## src/hdl/cml_cfg.svh

```systemverilog
// Purpose: constants for the command mode and link diagnostics block
// Assumes: 200 MHz core clock, APB register access
// Notes:   offsets are byte addresses of 32-bit words
`ifndef CML_CFG_SVH
`define CML_CFG_SVH

`define CML_CLK_MHZ          200
`define CML_MS_TIME_US       1000
`define CML_MS_CYCLES        (`CML_MS_TIME_US * `CML_CLK_MHZ)
`define CML_DECI_TIME_MS     100
`define CML_DECI_MS_TICKS    (`CML_DECI_TIME_MS)

`define CML_OFS_HW_REV       8'h00
`define CML_OFS_RX_FAULT     8'h04
`define CML_OFS_RX_GOOD      8'h08
`define CML_OFS_TX_FAIL      8'h0C
`define CML_OFS_HOLD_TIME    8'h10
`define CML_OFS_JOIN_STATUS  8'h14
`define CML_OFS_IDLE_TIMEOUT 8'h18
`define CML_OFS_GUARD_TIME   8'h1C
`define CML_OFS_ESC_CHAR     8'h20
`define CML_OFS_MODE         8'h24
`define CML_OFS_IRQ_STATUS   8'h28
`define CML_OFS_IRQ_CLEAR    8'h2C
`define CML_OFS_IRQ_ENABLE   8'h30

`define CML_HW_REV_DEFAULT   16'h0A5C
`define CML_SAT_MAX          16'hFFFF
`define CML_HOLD_RST         8'h20
`define CML_HOLD_MIN         8'h01
`define CML_TIMEOUT_RST      16'h0064
`define CML_TIMEOUT_MIN      16'h0002
`define CML_GUARD_RST        16'h03E8
`define CML_ESC_RST          8'h2B
`define CML_ESC_COUNT        2'h3

`define CML_JS_OK            8'h00
`define CML_JS_NO_NET        8'h21
`define CML_JS_NO_MATCH      8'h22
`define CML_JS_REFUSED       8'h23
`define CML_JS_JOIN_FAIL     8'h27
`define CML_JS_COORD_FAIL    8'h2A
`define CML_JS_COORD_CHECK   8'h2B
`define CML_JS_NO_RESP       8'hAB
`define CML_JS_KEY_UNSEC     8'hAC
`define CML_JS_SCANNING      8'hFF

`define CML_IRQ_ENTER        0
`define CML_IRQ_EXIT         1
`define CML_IRQ_JOIN         2
`define CML_IRQ_W            3

`endif

```

## src/hdl/cml_pkg.sv

```systemverilog
// Purpose: shared types for the command mode and link diagnostics block
// Assumes: nothing
// Notes:   numeric constants live in cml_cfg.svh
package cml_pkg;

	typedef enum logic [1:0]
	{
		ESC_IDLE = 2'b00,
		ESC_SEEN = 2'b01,
		ESC_POST = 2'b10
	} cml_esc_state_t;

	typedef enum logic [3:0]
	{
		JE_JOINED      = 4'b0000,
		JE_NO_NET      = 4'b0001,
		JE_NO_MATCH    = 4'b0010,
		JE_REFUSED     = 4'b0011,
		JE_JOIN_FAIL   = 4'b0100,
		JE_COORD_FAIL  = 4'b0101,
		JE_COORD_CHECK = 4'b0110,
		JE_NO_RESP     = 4'b0111,
		JE_KEY_UNSEC   = 4'b1000,
		JE_SCANNING    = 4'b1001
	} cml_join_evt_t;

endpackage

```

## src/hdl/cml_tick_if.sv

```systemverilog
// Purpose: timebase pulses from the tick generator to the core
// Assumes: single clock domain
// Notes:   each tick is a one-cycle pulse
`timescale 1ns/1ps
`default_nettype none
interface cml_tick_if;
	logic ms_tick;
	logic deci_tick;
	modport src (output ms_tick, output deci_tick);
	modport dst (input ms_tick, input deci_tick);
endinterface
`default_nettype wire

```

## src/hdl/cml_core.sv

```systemverilog
// Purpose: command mode entry/exit and link diagnostics registers
// Assumes: serial bytes, commands and radio events arrive as pulses
// Notes:   APB slave, one wait state on every access
`timescale 1ns/1ps
`default_nettype none
`include "cml_cfg.svh"
module cml_core
	import cml_pkg::*;
#(
	parameter int          MS_CYCLES = `CML_MS_CYCLES,
	parameter logic [15:0] HW_REV    = `CML_HW_REV_DEFAULT // Arbitrary
)
(
	input  wire logic        core_clk_i,
	input  wire logic        reset_n_i,
	input  wire logic        psel_i,
	input  wire logic        penable_i,
	input  wire logic        pwrite_i,
	input  wire logic [7:0]  paddr_i,
	input  wire logic [31:0] pwdata_i,
	output var  logic [31:0] prdata_o,
	output var  logic        pready_o,
	output var  logic        pslverr_o,
	input  wire logic [7:0]  rx_byte_i,
	input  wire logic        rx_byte_valid_i,
	input  wire logic        cmd_valid_i,
	input  wire logic        cmd_exit_i,
	input  wire logic        rx_fault_i,
	input  wire logic        rx_good_i,
	input  wire logic        tx_fail_i,
	input  wire logic        rx_frame_i,
	input  wire logic        join_event_valid_i,
	input  wire logic [3:0]  join_event_i,
	output var  logic        cmd_mode_o,
	output var  logic        strength_o,
	output var  logic        irq_o
);
	cml_tick_if tick ();

	cml_timebase #(.MS_CYCLES(MS_CYCLES)) u_timebase
	(
		.core_clk_i (core_clk_i),
		.reset_n_i  (reset_n_i),
		.tick       (tick)
	);

	logic [31:0]          prdata_reg;
	logic                 pready_reg;
	logic                 pslverr_reg;
	logic [15:0]          sat_cnt_reg [3];
	logic [7:0]           hold_time_reg;
	logic [7:0]           hold_cnt_reg;
	logic                 strength_reg;
	logic [7:0]           join_status_reg;
	logic [15:0]          idle_timeout_reg;
	logic [15:0]          guard_time_reg;
	logic [7:0]           esc_char_reg;
	logic                 cmd_mode_reg;
	logic [15:0]          idle_cnt_reg;
	logic [15:0]          silence_reg;
	cml_esc_state_t       esc_state_reg;
	cml_esc_state_t       esc_state_next;
	logic [1:0]           esc_cnt_reg;
	logic [1:0]           esc_cnt_next;
	logic [`CML_IRQ_W-1:0] irq_status_reg;
	logic [`CML_IRQ_W-1:0] irq_enable_reg;
	logic                 irq_reg;
	logic [7:0]           join_code;
	logic [31:0]          rd_mux;
	logic                 rd_hit;

	// APB decode; access completes on the second cycle of the access phase
	wire acc    = psel_i & penable_i & pready_reg;
	wire wr_en  = acc & pwrite_i;
	wire wr_hold  = wr_en & (paddr_i == `CML_OFS_HOLD_TIME);
	wire wr_tmo   = wr_en & (paddr_i == `CML_OFS_IDLE_TIMEOUT);
	wire wr_guard = wr_en & (paddr_i == `CML_OFS_GUARD_TIME);
	wire wr_esc   = wr_en & (paddr_i == `CML_OFS_ESC_CHAR);
	wire wr_clr   = wr_en & (paddr_i == `CML_OFS_IRQ_CLEAR);
	wire wr_ien   = wr_en & (paddr_i == `CML_OFS_IRQ_ENABLE);

	// Out-of-range settings are ignored so the stored value stays legal
	wire hold_ok = (pwdata_i[7:0] >= `CML_HOLD_MIN);
	wire tmo_ok  = (pwdata_i[15:0] >= `CML_TIMEOUT_MIN);

	always_comb
	begin
		rd_hit = 1'b1;
		case (paddr_i)
			`CML_OFS_HW_REV:       rd_mux = {16'h0000, HW_REV};
			`CML_OFS_RX_FAULT:     rd_mux = {16'h0000, sat_cnt_reg[0]};
			`CML_OFS_RX_GOOD:      rd_mux = {16'h0000, sat_cnt_reg[1]};
			`CML_OFS_TX_FAIL:      rd_mux = {16'h0000, sat_cnt_reg[2]};
			`CML_OFS_HOLD_TIME:    rd_mux = {24'h000000, hold_time_reg};
			`CML_OFS_JOIN_STATUS:  rd_mux = {24'h000000, join_status_reg};
			`CML_OFS_IDLE_TIMEOUT: rd_mux = {16'h0000, idle_timeout_reg};
			`CML_OFS_GUARD_TIME:   rd_mux = {16'h0000, guard_time_reg};
			`CML_OFS_ESC_CHAR:     rd_mux = {24'h000000, esc_char_reg};
			`CML_OFS_MODE:         rd_mux = {31'h00000000, cmd_mode_reg};
			`CML_OFS_IRQ_STATUS:   rd_mux = {29'h00000000, irq_status_reg};
			`CML_OFS_IRQ_CLEAR:    rd_mux = 32'h00000000;
			`CML_OFS_IRQ_ENABLE:   rd_mux = {29'h00000000, irq_enable_reg};
			default:
			begin
				rd_mux = 32'h00000000;
				rd_hit = 1'b0;
			end
		endcase
	end

	always_ff @(posedge core_clk_i)
	begin
		if (!reset_n_i)
		begin
			pready_reg  <= 1'b0;
			prdata_reg  <= 32'h00000000;
			pslverr_reg <= 1'b0;
		end
		else
		begin
			pready_reg  <= psel_i & penable_i & ~pready_reg;
			prdata_reg  <= (psel_i & penable_i & ~pwrite_i) ? rd_mux
				: 32'h00000000;
			pslverr_reg <= psel_i & penable_i & ~pready_reg & ~rd_hit;
		end
	end

	// Saturating event counters: fault, good, transmit failure
	wire [2:0] cnt_evt = {tx_fail_i, rx_good_i, rx_fault_i};
	genvar gi;
	generate
		for (gi = 0; gi < 3; gi++)
		begin : g_cnt
			always_ff @(posedge core_clk_i)
			begin
				if (!reset_n_i)
					sat_cnt_reg[gi] <= 16'h0000;
				else if (cnt_evt[gi] && sat_cnt_reg[gi] != `CML_SAT_MAX)
					sat_cnt_reg[gi] <= sat_cnt_reg[gi] + 16'h0001;
			end
		end
	endgenerate

	// Settings
	always_ff @(posedge core_clk_i)
	begin
		if (!reset_n_i)
		begin
			hold_time_reg    <= `CML_HOLD_RST;
			idle_timeout_reg <= `CML_TIMEOUT_RST;
			guard_time_reg   <= `CML_GUARD_RST;
			esc_char_reg     <= `CML_ESC_RST;
			irq_enable_reg   <= 3'h0;
		end
		else
		begin
			if (wr_hold && hold_ok)
				hold_time_reg <= pwdata_i[7:0];
			if (wr_tmo && tmo_ok)
				idle_timeout_reg <= pwdata_i[15:0];
			if (wr_guard)
				guard_time_reg <= pwdata_i[15:0];
			if (wr_esc)
				esc_char_reg <= pwdata_i[7:0];
			if (wr_ien)
				irq_enable_reg <= pwdata_i[`CML_IRQ_W-1:0];
		end
	end

	// Signal strength hold in 100 ms steps; may end up to one step early
	always_ff @(posedge core_clk_i)
	begin
		if (!reset_n_i)
		begin
			hold_cnt_reg <= 8'h00;
			strength_reg <= 1'b0;
		end
		else
		begin
			if (rx_frame_i)
				hold_cnt_reg <= hold_time_reg;
			else if (tick.deci_tick && hold_cnt_reg != 8'h00)
				hold_cnt_reg <= hold_cnt_reg - 8'h01;
			strength_reg <= (hold_cnt_reg != 8'h00);
		end
	end

	// Join status code mapping
	always_comb
	begin
		case (join_event_i)
			JE_JOINED:      join_code = `CML_JS_OK;
			JE_NO_NET:      join_code = `CML_JS_NO_NET;
			JE_NO_MATCH:    join_code = `CML_JS_NO_MATCH;
			JE_REFUSED:     join_code = `CML_JS_REFUSED;
			JE_JOIN_FAIL:   join_code = `CML_JS_JOIN_FAIL;
			JE_COORD_FAIL:  join_code = `CML_JS_COORD_FAIL;
			JE_COORD_CHECK: join_code = `CML_JS_COORD_CHECK;
			JE_NO_RESP:     join_code = `CML_JS_NO_RESP;
			JE_KEY_UNSEC:   join_code = `CML_JS_KEY_UNSEC;
			default:        join_code = `CML_JS_SCANNING;
		endcase
	end

	always_ff @(posedge core_clk_i)
	begin
		if (!reset_n_i)
			join_status_reg <= `CML_JS_SCANNING;
		else if (join_event_valid_i)
			join_status_reg <= join_code;
	end

	// Escape detection: silence counted in ms since the last byte
	wire guard_met = (silence_reg >= guard_time_reg);
	wire esc_byte  = rx_byte_valid_i & (rx_byte_i == esc_char_reg);

	always_comb
	begin
		esc_state_next = esc_state_reg;
		esc_cnt_next   = esc_cnt_reg;
		case (esc_state_reg)
			ESC_IDLE:
				if (esc_byte && guard_met && !cmd_mode_reg)
				begin
					esc_state_next = ESC_SEEN;
					esc_cnt_next   = 2'h1;
				end
			ESC_SEEN:
				if (rx_byte_valid_i && !esc_byte)
					esc_state_next = ESC_IDLE;
				else if (esc_byte && esc_cnt_reg == `CML_ESC_COUNT - 2'h1)
					esc_state_next = ESC_POST;
				else if (esc_byte)
					esc_cnt_next = esc_cnt_reg + 2'h1;
			ESC_POST:
				if (rx_byte_valid_i || guard_met)
					esc_state_next = ESC_IDLE;
			default:
				esc_state_next = ESC_IDLE;
		endcase
	end

	// A post-guard byte cancels; silence alone completes the sequence
	wire esc_done = (esc_state_reg == ESC_POST) & ~rx_byte_valid_i
		& guard_met;
	wire tmo_hit  = cmd_mode_reg & tick.deci_tick
		& (idle_cnt_reg == 16'h0001);
	wire leave    = cmd_mode_reg & (cmd_exit_i | tmo_hit);

	always_ff @(posedge core_clk_i)
	begin
		if (!reset_n_i)
		begin
			esc_state_reg <= ESC_IDLE;
			esc_cnt_reg   <= 2'h0;
			silence_reg   <= 16'h0000;
			cmd_mode_reg  <= 1'b0;
			idle_cnt_reg  <= 16'h0000;
		end
		else
		begin
			esc_state_reg <= esc_state_next;
			esc_cnt_reg   <= esc_cnt_next;
			if (rx_byte_valid_i)
				silence_reg <= 16'h0000;
			else if (tick.ms_tick && silence_reg != 16'hFFFF)
				silence_reg <= silence_reg + 16'h0001;
			if (leave)
				cmd_mode_reg <= 1'b0;
			else if (esc_done)
				cmd_mode_reg <= 1'b1;
			if (esc_done || (cmd_mode_reg && cmd_valid_i))
				idle_cnt_reg <= idle_timeout_reg;
			else if (cmd_mode_reg && tick.deci_tick)
				idle_cnt_reg <= idle_cnt_reg - 16'h0001;
		end
	end

	// Interrupts; a new event beats a clear in the same cycle
	wire [`CML_IRQ_W-1:0] irq_evt = {join_event_valid_i, leave,
		esc_done & ~cmd_mode_reg};
	wire [`CML_IRQ_W-1:0] irq_clr = wr_clr ? pwdata_i[`CML_IRQ_W-1:0]
		: 3'h0;

	always_ff @(posedge core_clk_i)
	begin
		if (!reset_n_i)
		begin
			irq_status_reg <= 3'h0;
			irq_reg        <= 1'b0;
		end
		else
		begin
			irq_status_reg <= (irq_status_reg & ~irq_clr) | irq_evt;
			irq_reg        <= |(irq_status_reg & irq_enable_reg);
		end
	end

	assign prdata_o   = prdata_reg;
	assign pready_o   = pready_reg;
	assign pslverr_o  = pslverr_reg;
	assign cmd_mode_o = cmd_mode_reg;
	assign strength_o = strength_reg;
	assign irq_o      = irq_reg;

	hw_rev_read_a: assert property (@(posedge core_clk_i)
		disable iff (!reset_n_i)
		psel_i && penable_i && !pwrite_i && !pready_reg
		&& paddr_i == `CML_OFS_HW_REV |=> prdata_o[15:0] == HW_REV)
		else $error("hardware revision read wrong");
	fault_sat_a: assert property (@(posedge core_clk_i)
		disable iff (!reset_n_i)
		sat_cnt_reg[0] == `CML_SAT_MAX |=> sat_cnt_reg[0] == `CML_SAT_MAX)
		else $error("fault counter wrapped");
	good_count_a: assert property (@(posedge core_clk_i)
		disable iff (!reset_n_i)
		rx_good_i && sat_cnt_reg[1] != `CML_SAT_MAX
		|=> sat_cnt_reg[1] == $past(sat_cnt_reg[1]) + 16'h0001)
		else $error("good counter missed a frame");
	tx_fail_sat_a: assert property (@(posedge core_clk_i)
		disable iff (!reset_n_i)
		sat_cnt_reg[2] == `CML_SAT_MAX |=> sat_cnt_reg[2] == `CML_SAT_MAX)
		else $error("transmit failure counter wrapped");
	strength_on_a: assert property (@(posedge core_clk_i)
		disable iff (!reset_n_i)
		rx_frame_i |-> ##2 strength_o)
		else $error("strength output not raised");
	join_ok_a: assert property (@(posedge core_clk_i)
		disable iff (!reset_n_i)
		join_event_valid_i && join_event_i == JE_JOINED
		|=> join_status_reg == `CML_JS_OK)
		else $error("join success not reported as zero");
	join_unsec_a: assert property (@(posedge core_clk_i)
		disable iff (!reset_n_i)
		join_event_valid_i && join_event_i == JE_KEY_UNSEC
		|=> join_status_reg == `CML_JS_KEY_UNSEC)
		else $error("unsecured key code wrong");
	exit_cmd_a: assert property (@(posedge core_clk_i)
		disable iff (!reset_n_i)
		cmd_mode_o && cmd_exit_i |=> !cmd_mode_o)
		else $error("exit command ignored");
	idle_tmo_a: assert property (@(posedge core_clk_i)
		disable iff (!reset_n_i)
		cmd_mode_reg && tick.deci_tick && idle_cnt_reg == 16'h0001
		|=> !cmd_mode_o)
		else $error("inactivity timeout ignored");
	esc_cancel_a: assert property (@(posedge core_clk_i)
		disable iff (!reset_n_i)
		esc_state_reg == ESC_SEEN && rx_byte_valid_i && !esc_byte
		|=> esc_state_reg == ESC_IDLE ##1 !cmd_mode_o)
		else $error("foreign byte did not cancel escape");
	esc_enter_a: assert property (@(posedge core_clk_i)
		disable iff (!reset_n_i)
		esc_done && !cmd_exit_i |=> cmd_mode_o
		&& idle_cnt_reg == $past(idle_timeout_reg))
		else $error("guarded escape did not enter command mode");
endmodule
`default_nettype wire

```

## src/hdl/cml_timebase.sv

```systemverilog
// Purpose: millisecond and 100 ms tick generator
// Assumes: synchronous active-low reset
// Notes:   deci tick coincides with every hundredth ms tick
`timescale 1ns/1ps
`default_nettype none
`include "cml_cfg.svh"
module cml_timebase
	import cml_pkg::*;
#(
	parameter int MS_CYCLES = `CML_MS_CYCLES
)
(
	input  wire logic  core_clk_i,
	input  wire logic  reset_n_i,
	cml_tick_if.src    tick
);
	logic [17:0] cyc_reg;
	logic [6:0]  ms_reg;
	logic        ms_reg_tick;
	logic        deci_reg_tick;
	wire         cyc_wrap = (cyc_reg == 18'(MS_CYCLES - 1));
	wire         ms_wrap  = (ms_reg == 7'(`CML_DECI_MS_TICKS - 1));

	always_ff @(posedge core_clk_i)
	begin
		if (!reset_n_i)
		begin
			cyc_reg       <= 18'h00000;
			ms_reg        <= 7'h00;
			ms_reg_tick   <= 1'b0;
			deci_reg_tick <= 1'b0;
		end
		else
		begin
			cyc_reg       <= cyc_wrap ? 18'h00000 : cyc_reg + 18'h00001;
			ms_reg_tick   <= cyc_wrap;
			deci_reg_tick <= cyc_wrap & ms_wrap;
			if (cyc_wrap)
				ms_reg <= ms_wrap ? 7'h00 : ms_reg + 7'h01;
		end
	end

	assign tick.ms_tick   = ms_reg_tick;
	assign tick.deci_tick = deci_reg_tick;

	period_a: assert property (@(posedge core_clk_i) disable iff (!reset_n_i)
		ms_reg_tick |=> !ms_reg_tick)
		else $error("ms tick longer than one cycle");
endmodule
`default_nettype wire

```

## config.mk

```make
export PLATFORM = sky130hd
export DESIGN_NAME = cml_core
export DESIGN_NICKNAME = d
export VERILOG_FILES = /design/src/hdl/cml_pkg.sv /design/src/hdl/cml_tick_if.sv /design/src/hdl/cml_core.sv /design/src/hdl/cml_timebase.sv
export VERILOG_INCLUDE_DIRS = /design/src /design/src/hdl
export SDC_FILE = /design/constraint.sdc
export NUM_CORES = 1
export LEC_CHECK = 0
export BUFFER_PORTS_ARGS = -buffer_cell sky130_fd_sc_hd__buf_2
export CAP_MARGIN = 20
export CORE_MARGIN = 2
export CORE_UTILIZATION = 60
export CTS_CLUSTER_SIZE = 14
export DETAILED_ROUTE_END_ITERATION = 10
export PLACE_DENSITY = 0.91
export SLEW_MARGIN = 20
export SYNTH_ARGS = -nofsm -noshare
export SYNTH_HDL_FRONTEND = slang
export SYNTH_SLANG_ARGS = --single-unit
```

## constraint.sdc

```tcl
create_clock -name core_clk_i -period 3.5 [get_ports core_clk_i]
set_input_delay 0.35 -clock core_clk_i [delete_from_list [all_inputs] [get_ports core_clk_i]]
set_output_delay 0.35 -clock core_clk_i [all_outputs]
set_load 0.01 [all_outputs]
```

==> qor.yml, run 1 <==
drt-initial-drc-count: 1019
drc: 0
cp_cell_sequence: "ha_1 -> nand3_1 -> nor4_1 -> nand4_1 -> nand2_1 -> nand2_1"
synthTopCellsByCount: "nand2_1 (166), dfxtp_1 (153), nor2_1 (111)"
cp_top_family: "simple AND/OR/NAND/NOR gates"
ys_types: 74
clock-sinks: 201
rsz0062_at_grt: "no"
synth_top_area_share_pct: 29.07
placed_cell_area_mm2: 0.01090
setup.worst_path.class: "flop to flop"
layout_min_cycle_time_ns: 2.588
clock.fmax_mhz: 386.4
path_clk_slew_ns: 0.06
cts_setup_buffers: 0
synth_compound_area_share_pct: 12.54
antenna_found_initial: 0
setup_viol: 0
crit_path_top_delay_cell: "nor4_1"
fin_area_mm2: 0.01169
outcome: "completed"
rr_startpoint: "sat_cnt_reg[0][0]"
total_power_mw: 5.202
cp-startpoint: "sat_cnt_reg[0][0]"
clock_path_buffers: 3
post_drt_wl_per_cell_um: 18.71
p_per_area_mw_per_mm2: 445.0
yosysMostFrequentCell: "nand2_1"
first_pass_iters: 9
start_util_pct: 61.14
yosys_warnings: 0
crit_arrival_ns: 2.67
vias_per_cell: 6.291
die_h_um: 136.5
coreArea_mm2: 0.01724
grt.total_usage_pct: 28.99
worst_pin_slew_ns: 0.7681
tritoncts: "done"
fp-row-count: 48
min-delay-start: "penable_i"
cpMostUsedCell: "nand2_1"
io_buffers: 69
synth_area_leader_cell: "dfxtp_1"
fp.dieArea_mm2: 0.01864
fin_setup_tns_ns: 0
final_util_pct: 67.82
drive_gt1_share_pct: 10.92
slew_headroom_pct: 48.80
clk_latency_ns: 0.51
hold_class: "primary input to flop"
largest_reg_flops: 48
synthAdderAreaFrac_pct: 3.301
ctsResizeCount: 0
grt_max_degree: 62
cp_num_buf_inv: 0
synth.area.mux_share_pct: 4.108
finalHoldViolCount: 0
cts_hold_buf: 0
nNetsFinal: 1294
ant_nets: 0
syn_inst: 1154
die_x_um: 136.5
cap_violations: 0
dp.cells: 1403
syn2layout_area_growth_pct: 10.94
cts-root-buf: "clkbuf_16"
yosys.area_share.simple_pct: 23.83
htreeDepth: 1
n_fill_cell: 1223
fin_crit_sh_pct: 73.95
antenna_cells: 0
synth.avg_cell_area_um2: 9.131
slew_viol_final: 0
ys_seq_area_share_pct: 42.75
synth_top_family_by_area: "simple AND/OR/NAND/NOR gates"
hpwl_um: 18900
syn-cell-area_mm2: 0.01054
io-pin-count: 102
max_stage_delay_ns: 0.52
grt_pass1_wl_um: 43120
path_max_fanout: 16
gr-total-overflow: 0
yosys_register_bits: 201
synthXorXnorAreaFrac_pct: 8.478
crit_required_ns: 3.58
synth_edf_count: 48
vias: 9078
worst_setup_path_end_kind: "flop"
leakage_nw: 4.357
finClkSkew_ns: 0.01137
final_cell_count_no_fill: 1443
numCtsBuffers: 22
gp_congestion: 0.9662
routed_wirelength_um: 27000
synthFlopType: "dfxtp_1"
yosys-top-cells-area: "dfxtp_1 (29%), edfxtp_1 (14%), nand2_1 (5.9%), xnor2_1 (4.8%), nor2_1 (4.0%)"
start_kind: "flop"
ir_drop_mv: 0.4194
synthArstFlopShare_pct: 0
grt_pass1_vias: 8428
-- power breakdown --
| part | total [mW] | internal [mW] | leakage (nW) | switching, mW |
|---|---|---|---|---|
| Sequential | 2.49 | 2.43 | 1.77 | 0.0633 |
| Clock | 2.45 | 1.52 | 0.398 | 0.925 |
| Combinational | 0.262 | 0.0960 | 2.19 | 0.166 |
-- worst paths after layout --
| kind | endpoint | slack [ns] | depth (start not counted) |
|---|---|---|---|
| worst max-delay path | sat_cnt_reg[0][13] | 0.91 | 6 |
| worst min-delay path | pready_o | 0.12 | 3 |
| worst max register to register | sat_cnt_reg[0][13] | 0.91 | 6 |
| worst min register to register | pready_o | 0.45 | 1 |
-- worst min-delay path, delay by kind of cell --
family | cells | cell delay, ns
buffers and inverters | 1 | 0.10
AND/OR/NAND/NOR | 2 | 0.12
-- cell usage in the layout, fill, tap and decap left out, types with 5 or more instances in the layout --
| master | n |
|---|---|
| nand2_1 | 166 |
| dfxtp_1 | 153 |
| nor2_1 | 111 |
| buf_2 | 68 |
| xnor2_1 | 58 |
| edfxtp_1 | 48 |
| xor2_1 | 44 |
| nand3_1 | 43 |
| mux2i_1 | 41 |
| inv_1 | 34 |
| nand4_1 | 27 |
| ha_1 | 27 |
| o21ai_0 | 26 |
| clkbuf_16 | 25 |
| a21oi_1 | 24 |
| and3_1 | 22 |
| a21boi_0 | 22 |
| nor3_1 | 20 |
| nor2b_1 | 17 |
| and4_1 | 16 |
| conb_1 | 16 |
| and2_1 | 14 |
| a22oi_1 | 14 |
| nor4_1 | 13 |
| o211ai_1 | 12 |
| a222oi_1 | 12 |
| a31oi_1 | 11 |
| clkbuf_8 | 11 |
| buf_4 | 10 |
| nand2b_1 | 9 |
| a22o_1 | 8 |
| a21boi_1 | 7 |
| o21a_1 | 7 |
| nand3b_1 | 6 |
| a221oi_1 | 6 |
| o211a_1 | 5 |
| a211oi_1 | 5 |
-- area by class of cell --
| cell class | instances | area [µm²] | area share [%] |
|---|---|---|---|
| multi-input cells | 865 | 5567 | 47.62 |
| clock inverters | 1 | 5.005 | 0.04281 |
| clock buffers | 39 | 789.5 | 6.754 |
| flip-flops and latches | 201 | 4504 | 38.53 |
| repair buffers | 78 | 415.4 | 3.553 |
| well taps | 225 | 281.5 | 2.408 |
| inverters | 34 | 127.6 | 1.092 |
-- metal layers --
metal	share of wire (%)	vias up	track usage (%)
met2	49	548	49.92
met3	9.5	107	4.519
met1	38	4242	36.71
li1	-	4181	-
met5	0	-	0
met4	4.0	0	10.88
-- cells by family (layout without fill, tap and decap cells) --
| family | after synthesis | count (layout) |
|---|---|---|
| fa+ha+maj | 28 | 28 |
| mux | 42 | 42 |
| simple gates | 496 | 496 |
| flops | 201 | 201 |
| xor+xnor | 102 | 102 |
| buf+inv | 103 | 152 |
| other cells | 1 | 16 |
| compound gates | 181 | 181 |
-- per-stage QoR --
| stage | setup WS (ns) | hold WS (ns) |
|---|---|---|
| finish | 0.9117 | 0.1232 |
| global route | 0.6509 | 0.1333 |
| CTS | 0.9233 | 0.1165 |
| detailed placement | 0.9508 | 0.4415 |
| global placement | 1.083 | 0.4276 |
| floorplan | 0.9913 | 0.4298 |
(Power assumes the default switching activity.)
==> inputs of run 2 (changes only) <==
- CORE_UTILIZATION: 60 -> 54
- PLACE_DENSITY: 0.91 -> 0.87
- clock period: 3.5 -> 2.22 ns (I/O delays scaled with it)
==> qor.yml, run 2 (synthesis results as in run 1) <==
drc: 0
grt_pass1_wl_um: 45020
max_stage_delay_ns: 0.45
crit_path_top_delay_cell: "a2111o_1"
io-pin-count: 102
outcome: "completed"
final_common_cell: "nand2_1"
p_per_area_mw_per_mm2: 663.6
clk_latency_ns: 0.51
setup_viol: 0
slew_headroom_pct: 53.54
hpwl_um: 19880
post_drt_wl_per_cell_um: 18.19
final_cell_count_no_fill: 1530
cap_violations: 0
cp_top_family: "compound AO/OA/AOI/OAI gates"
fin_area_mm2: 0.01211
routed_wirelength_um: 27830
path_max_fanout: 4
largest_reg_flops: 48
gp_congestion: 0.9037
antenna_cells: 0
drive_gt1_share_pct: 14.23
crit_required_ns: 2.62
rsz0062_at_grt: "yes"
slew_viol_final: 0
tritoncts: "done"
worst_setup_path_end_kind: "flop"
hold_class: "primary input to flop"
ant_nets: 0
cp_num_buf_inv: 1
clock_path_buffers: 3
finalHoldViolCount: 0
antenna_found_initial: 0
finClkSkew_ns: 0.01474
leakage_nw: 4.571
grt_pass1_vias: 9049
setup.worst_path.class: "flop to flop"
fp.dieArea_mm2: 0.02065
htreeDepth: 1
first_pass_iters: 8
cts_setup_buffers: 0
crit_arrival_ns: 2.56
gr-total-overflow: 0
path_clk_slew_ns: 0.06
worst_pin_slew_ns: 0.6905
numCtsBuffers: 22
fin_crit_sh_pct: 97.18
vias_per_cell: 6.042
vias: 9245
clock-sinks: 201
placed_cell_area_mm2: 0.01132
coreArea_mm2: 0.01933
clock.fmax_mhz: 463.5
total_power_mw: 8.035
io_buffers: 69
grt.total_usage_pct: 27.06
syn2layout_area_growth_pct: 14.91
start_kind: "flop"
nNetsFinal: 1342
layout_min_cycle_time_ns: 2.157
drt-initial-drc-count: 1098
die_x_um: 143.7
grt_max_degree: 39
fp-row-count: 51
cts-root-buf: "clkbuf_16"
start_util_pct: 54.50
final_cell_mix: "nand2_1 (166), dfxtp_1 (153), nor2_1 (111)"
ir_drop_mv: 0.6430
rrSetupSlack_ns: 0.06
dp.cells: 1488
cp_cell_sequence: "ha_1 -> nand2b_1 -> a2111o_1 -> a31oi_2 -> buf_4 -> a211oi_1 -> o221a_2"
die_h_um: 143.7
## run 2: metal layers
layer	vias to the layer above	routed length (µm)	global-route usage (%)	share of wire, %
met1	4414	11060	34.87	40
met4	0	1060	11.15	3.8
met2	456	13520	45.59	49
met3	96	2193	4.032	7.9
met5	-	0	0	0
li1	4279	-	-	-
## run 2: timing repair
item | CTS | global route
endpoints found under the hold margin | 4 | 0
hold buffers | 3 | 0
endpoints found under the setup margin | 1 | 21
gates resized for setup | 1 | 5
## run 2: power by group
group | switching [mW] | internal, mW | leakage, nW
clock network | 1.49 | 2.17 | 0.359
registers | 0.0988 | 3.83 | 1.77
logic | 0.268 | 0.177 | 2.44
## run 2: path summary, 6_finish.rpt
| kind | start | end | cells past startpoint |
|---|---|---|---|
| hold reg to reg | pready_o | pready_o | 1 |
| hold / removal | pwdata_i[10] | guard_time_reg[10] | 3 |
| setup / recovery | guard_time_reg[0] | esc_cnt_reg[0] | 7 |
| setup reg to reg | guard_time_reg[0] | esc_cnt_reg[0] | 7 |
## run 2: worst min-delay path: stages
cell and delay, ns:
buf_2 0.11, nand2_1 0.05, a21boi_0 0.07
## run 2: layout make-up
| class | count | area [µm²] |
|---|---|---|
| multi-input combinational | 865 | 5595 |
| timing repair buffer | 126 | 820.8 |
| sequential | 201 | 4504 |
| inverter | 34 | 127.6 |
| clock buffer | 31 | 655.6 |
| fill | 1496 | 7226 |
| tap | 265 | 331.6 |
| clock inverter | 8 | 73.82 |
## run 2: metrics by stage
stage                     setup WS, ns  setup TNS, ns  hold WS (ns)  utilization [%]
after floorplan                 0.1447              0        0.3462                -
after global placement         0.04166              0        0.4341            58.55
after detailed placement      -0.02121       -0.02121        0.4479            58.55
after CTS                      0.02406              0      0.001110            62.49
after global routing          -0.01834       -0.02697       0.01290            62.63
final                          0.06270              0      0.009168            62.63
==> inputs of run 3 (changes only) <==
- ABC_AREA: not set -> 1
- CORE_MARGIN: 2 -> 8
- PLACE_DENSITY: 0.87 -> 0.86
==> qor.yml, run 3 <==
outcome: "completed"
numCtsBuffers: 23
grt.total_usage_pct: 22.39
wl_met3_um: 2829
yosys_register_bits: 201
hpwl_um: 21700
synthFlopType: "dfxtp_1"
die_h_um: 159.1
m1WireLength_um: 11320
hold_class: "primary input to flop"
drc: 0
ir_drop_mv: 0.6514
clock_path_buffers: 3
post-place-ws_ns: 0.09604
worst_setup_path_end_kind: "flop"
syn_inst: 1523
final_cell_mix: "nand2_1 (276), nor2_1 (211), inv_1 (210)"
fin_crit_sh_pct: 94.18
vias_per_cell: 5.579
gr-total-overflow: 0
io-pin-count: 102
coreArea_mm2: 0.02017
start_util_pct: 54.80
final_cell_count_no_fill: 1894
finClkSkew_ns: 0.01189
gp_congestion: 0.9515
synth_edf_count: 48
path_max_fanout: 16
p_per_area_mw_per_mm2: 636.4
grt_max_degree: 51
path_clk_slew_ns: 0.06
rsz0062_at_grt: "no"
post_drt_wl_per_cell_um: 15.57
clock.fmax_mhz: 478.3
setup.worst_path.class: "flop to flop"
fin_setup_tns_ns: 0
first_pass_iters: 7
antenna_cells: 0
antenna_found_initial: 0
grt_pass1_wl_um: 48290
yosysMostFrequentCell: "nand2_1"
dp.cells: 1848
ys_seq_area_share_pct: 40.75
clk_latency_ns: 0.51
routed_wirelength_um: 29490
ant_nets: 0
syn2layout_area_growth_pct: 12.89
slew_viol_final: 0
start_kind: "flop"
htreeDepth: 1
wl_met2_um: 14080
worst_pin_slew_ns: 0.8299
synth_top_area_share_pct: 27.71
syn-cell-area_mm2: 0.01105
yosys_warnings: 0
ys_types: 52
slew_headroom_pct: 44.47
cts-root-buf: "clkbuf_16"
cap_violations: 0
crit_required_ns: 2.47
io_buffers: 69
die_x_um: 159.1
yosys-top-cells-area: "dfxtp_1 (28%), edfxtp_1 (13%), nand2_1 (9.4%), nor2_1 (7.2%), inv_1 (7.1%)"
synth_area_leader_cell: "dfxtp_1"
tritoncts: "done"
clock-sinks: 201
leakage_nw: 5.363
setup_viol: 0
synthTopCellsByCount: "nand2_1 (277), nor2_1 (211), inv_1 (210)"
finalHoldViolCount: 0
layout_min_cycle_time_ns: 2.091
largest_reg_flops: 48
synthArstFlopShare_pct: 0
synth.avg_cell_area_um2: 7.257
fp-row-count: 52
final_common_cell: "nand2_1"
fp.dieArea_mm2: 0.02530
vias: 10566
drt-initial-drc-count: 1153
crit_arrival_ns: 2.34
drive_gt1_share_pct: 12.50
layout_setup_ws_ns: 0.1291
grt_pass1_vias: 10017
nNetsFinal: 1700
top_layer: "met4"
## run 3: path summary, 6_finish.rpt
path                                             from                     to  slack, ns  depth (start not counted)
worst max register to register      sat_cnt_reg[2][0]     sat_cnt_reg[2][13]       0.13                         10
worst max-delay path                sat_cnt_reg[2][0]     sat_cnt_reg[2][13]       0.13                         10
worst min register to register  u_timebase.cyc_reg[0]  u_timebase.cyc_reg[0]       0.45                          1
worst min-delay path                      pwdata_i[8]      guard_time_reg[8]       0.01                          3
## run 3: routing by layer
| layer | vias up | track usage [%] |
|---|---|---|
| met5 | - | 0 |
| met4 | 0 | 9.348 |
| met3 | 105 | 4.938 |
| met2 | 487 | 38.23 |
| met1 | 4812 | 26.82 |
| li1 | 5162 | - |
## run 3: kinds of logic after synthesis
logic type,count (synthesis),share of synthesized area [%]
fa+ha+maj,27,3.056
buf+inv,272,10.52
flops,201,40.75
simple gates,723,29.57
xor+xnor,27,2.139
other cells,1,0.03393
compound gates,272,13.93
## run 3: worst max-delay path, stage by stage (launching register included)
cell	delay, ns
edfxtp_1	0.41
ha_1	0.23
nand3_2	0.13
nor2_4	0.16
nand3_1	0.11
nor2_2	0.14
nand3_2	0.13
o21ai_2	0.16
or2_1	0.16
buf_12	0.15
a21oi_1	0.05
## run 3: power by group
part	switching [mW]	total (mW)	internal, mW
clock	1.47	3.59	2.13
sequential	0.0770	3.91	3.83
combinational	0.298	0.442	0.144
## run 3: area by class of cell
type | instances | area [µm²]
Inverter | 220 | 830.8
Multi-Input combinational cell | 1066 | 5524
Tap cell | 270 | 337.8
Clock buffer | 34 | 646.9
Timing Repair Buffer | 96 | 569.3
Clock inverter | 7 | 63.81
Fill cell | 1698 | 7691
Sequential cell | 201 | 4506
## run 3: timing repair
item                       CTS  global route
setup endpoints to repair    0            70
hold buffers                 2             0
resized for setup            0            15
hold endpoints to repair     2             0
buffers inserted             0             2
## run 3: metrics by stage
step | instance area (µm²) | utilization [%] | hold WS (ns) | power [mW]
final | 12480 | 61.87 | 0.01329 | 7.942
after global routing | 12480 | 61.87 | 0.03874 | 8.190
after CTS | 12380 | 61.36 | 0.01534 | 7.963
after detailed placement | 11650 | 57.74 | 0.4382 | 4.395
after global placement | 11650 | 57.74 | 0.4285 | 4.377
after floorplan | 11110 | - | 0.3468 | 4.241
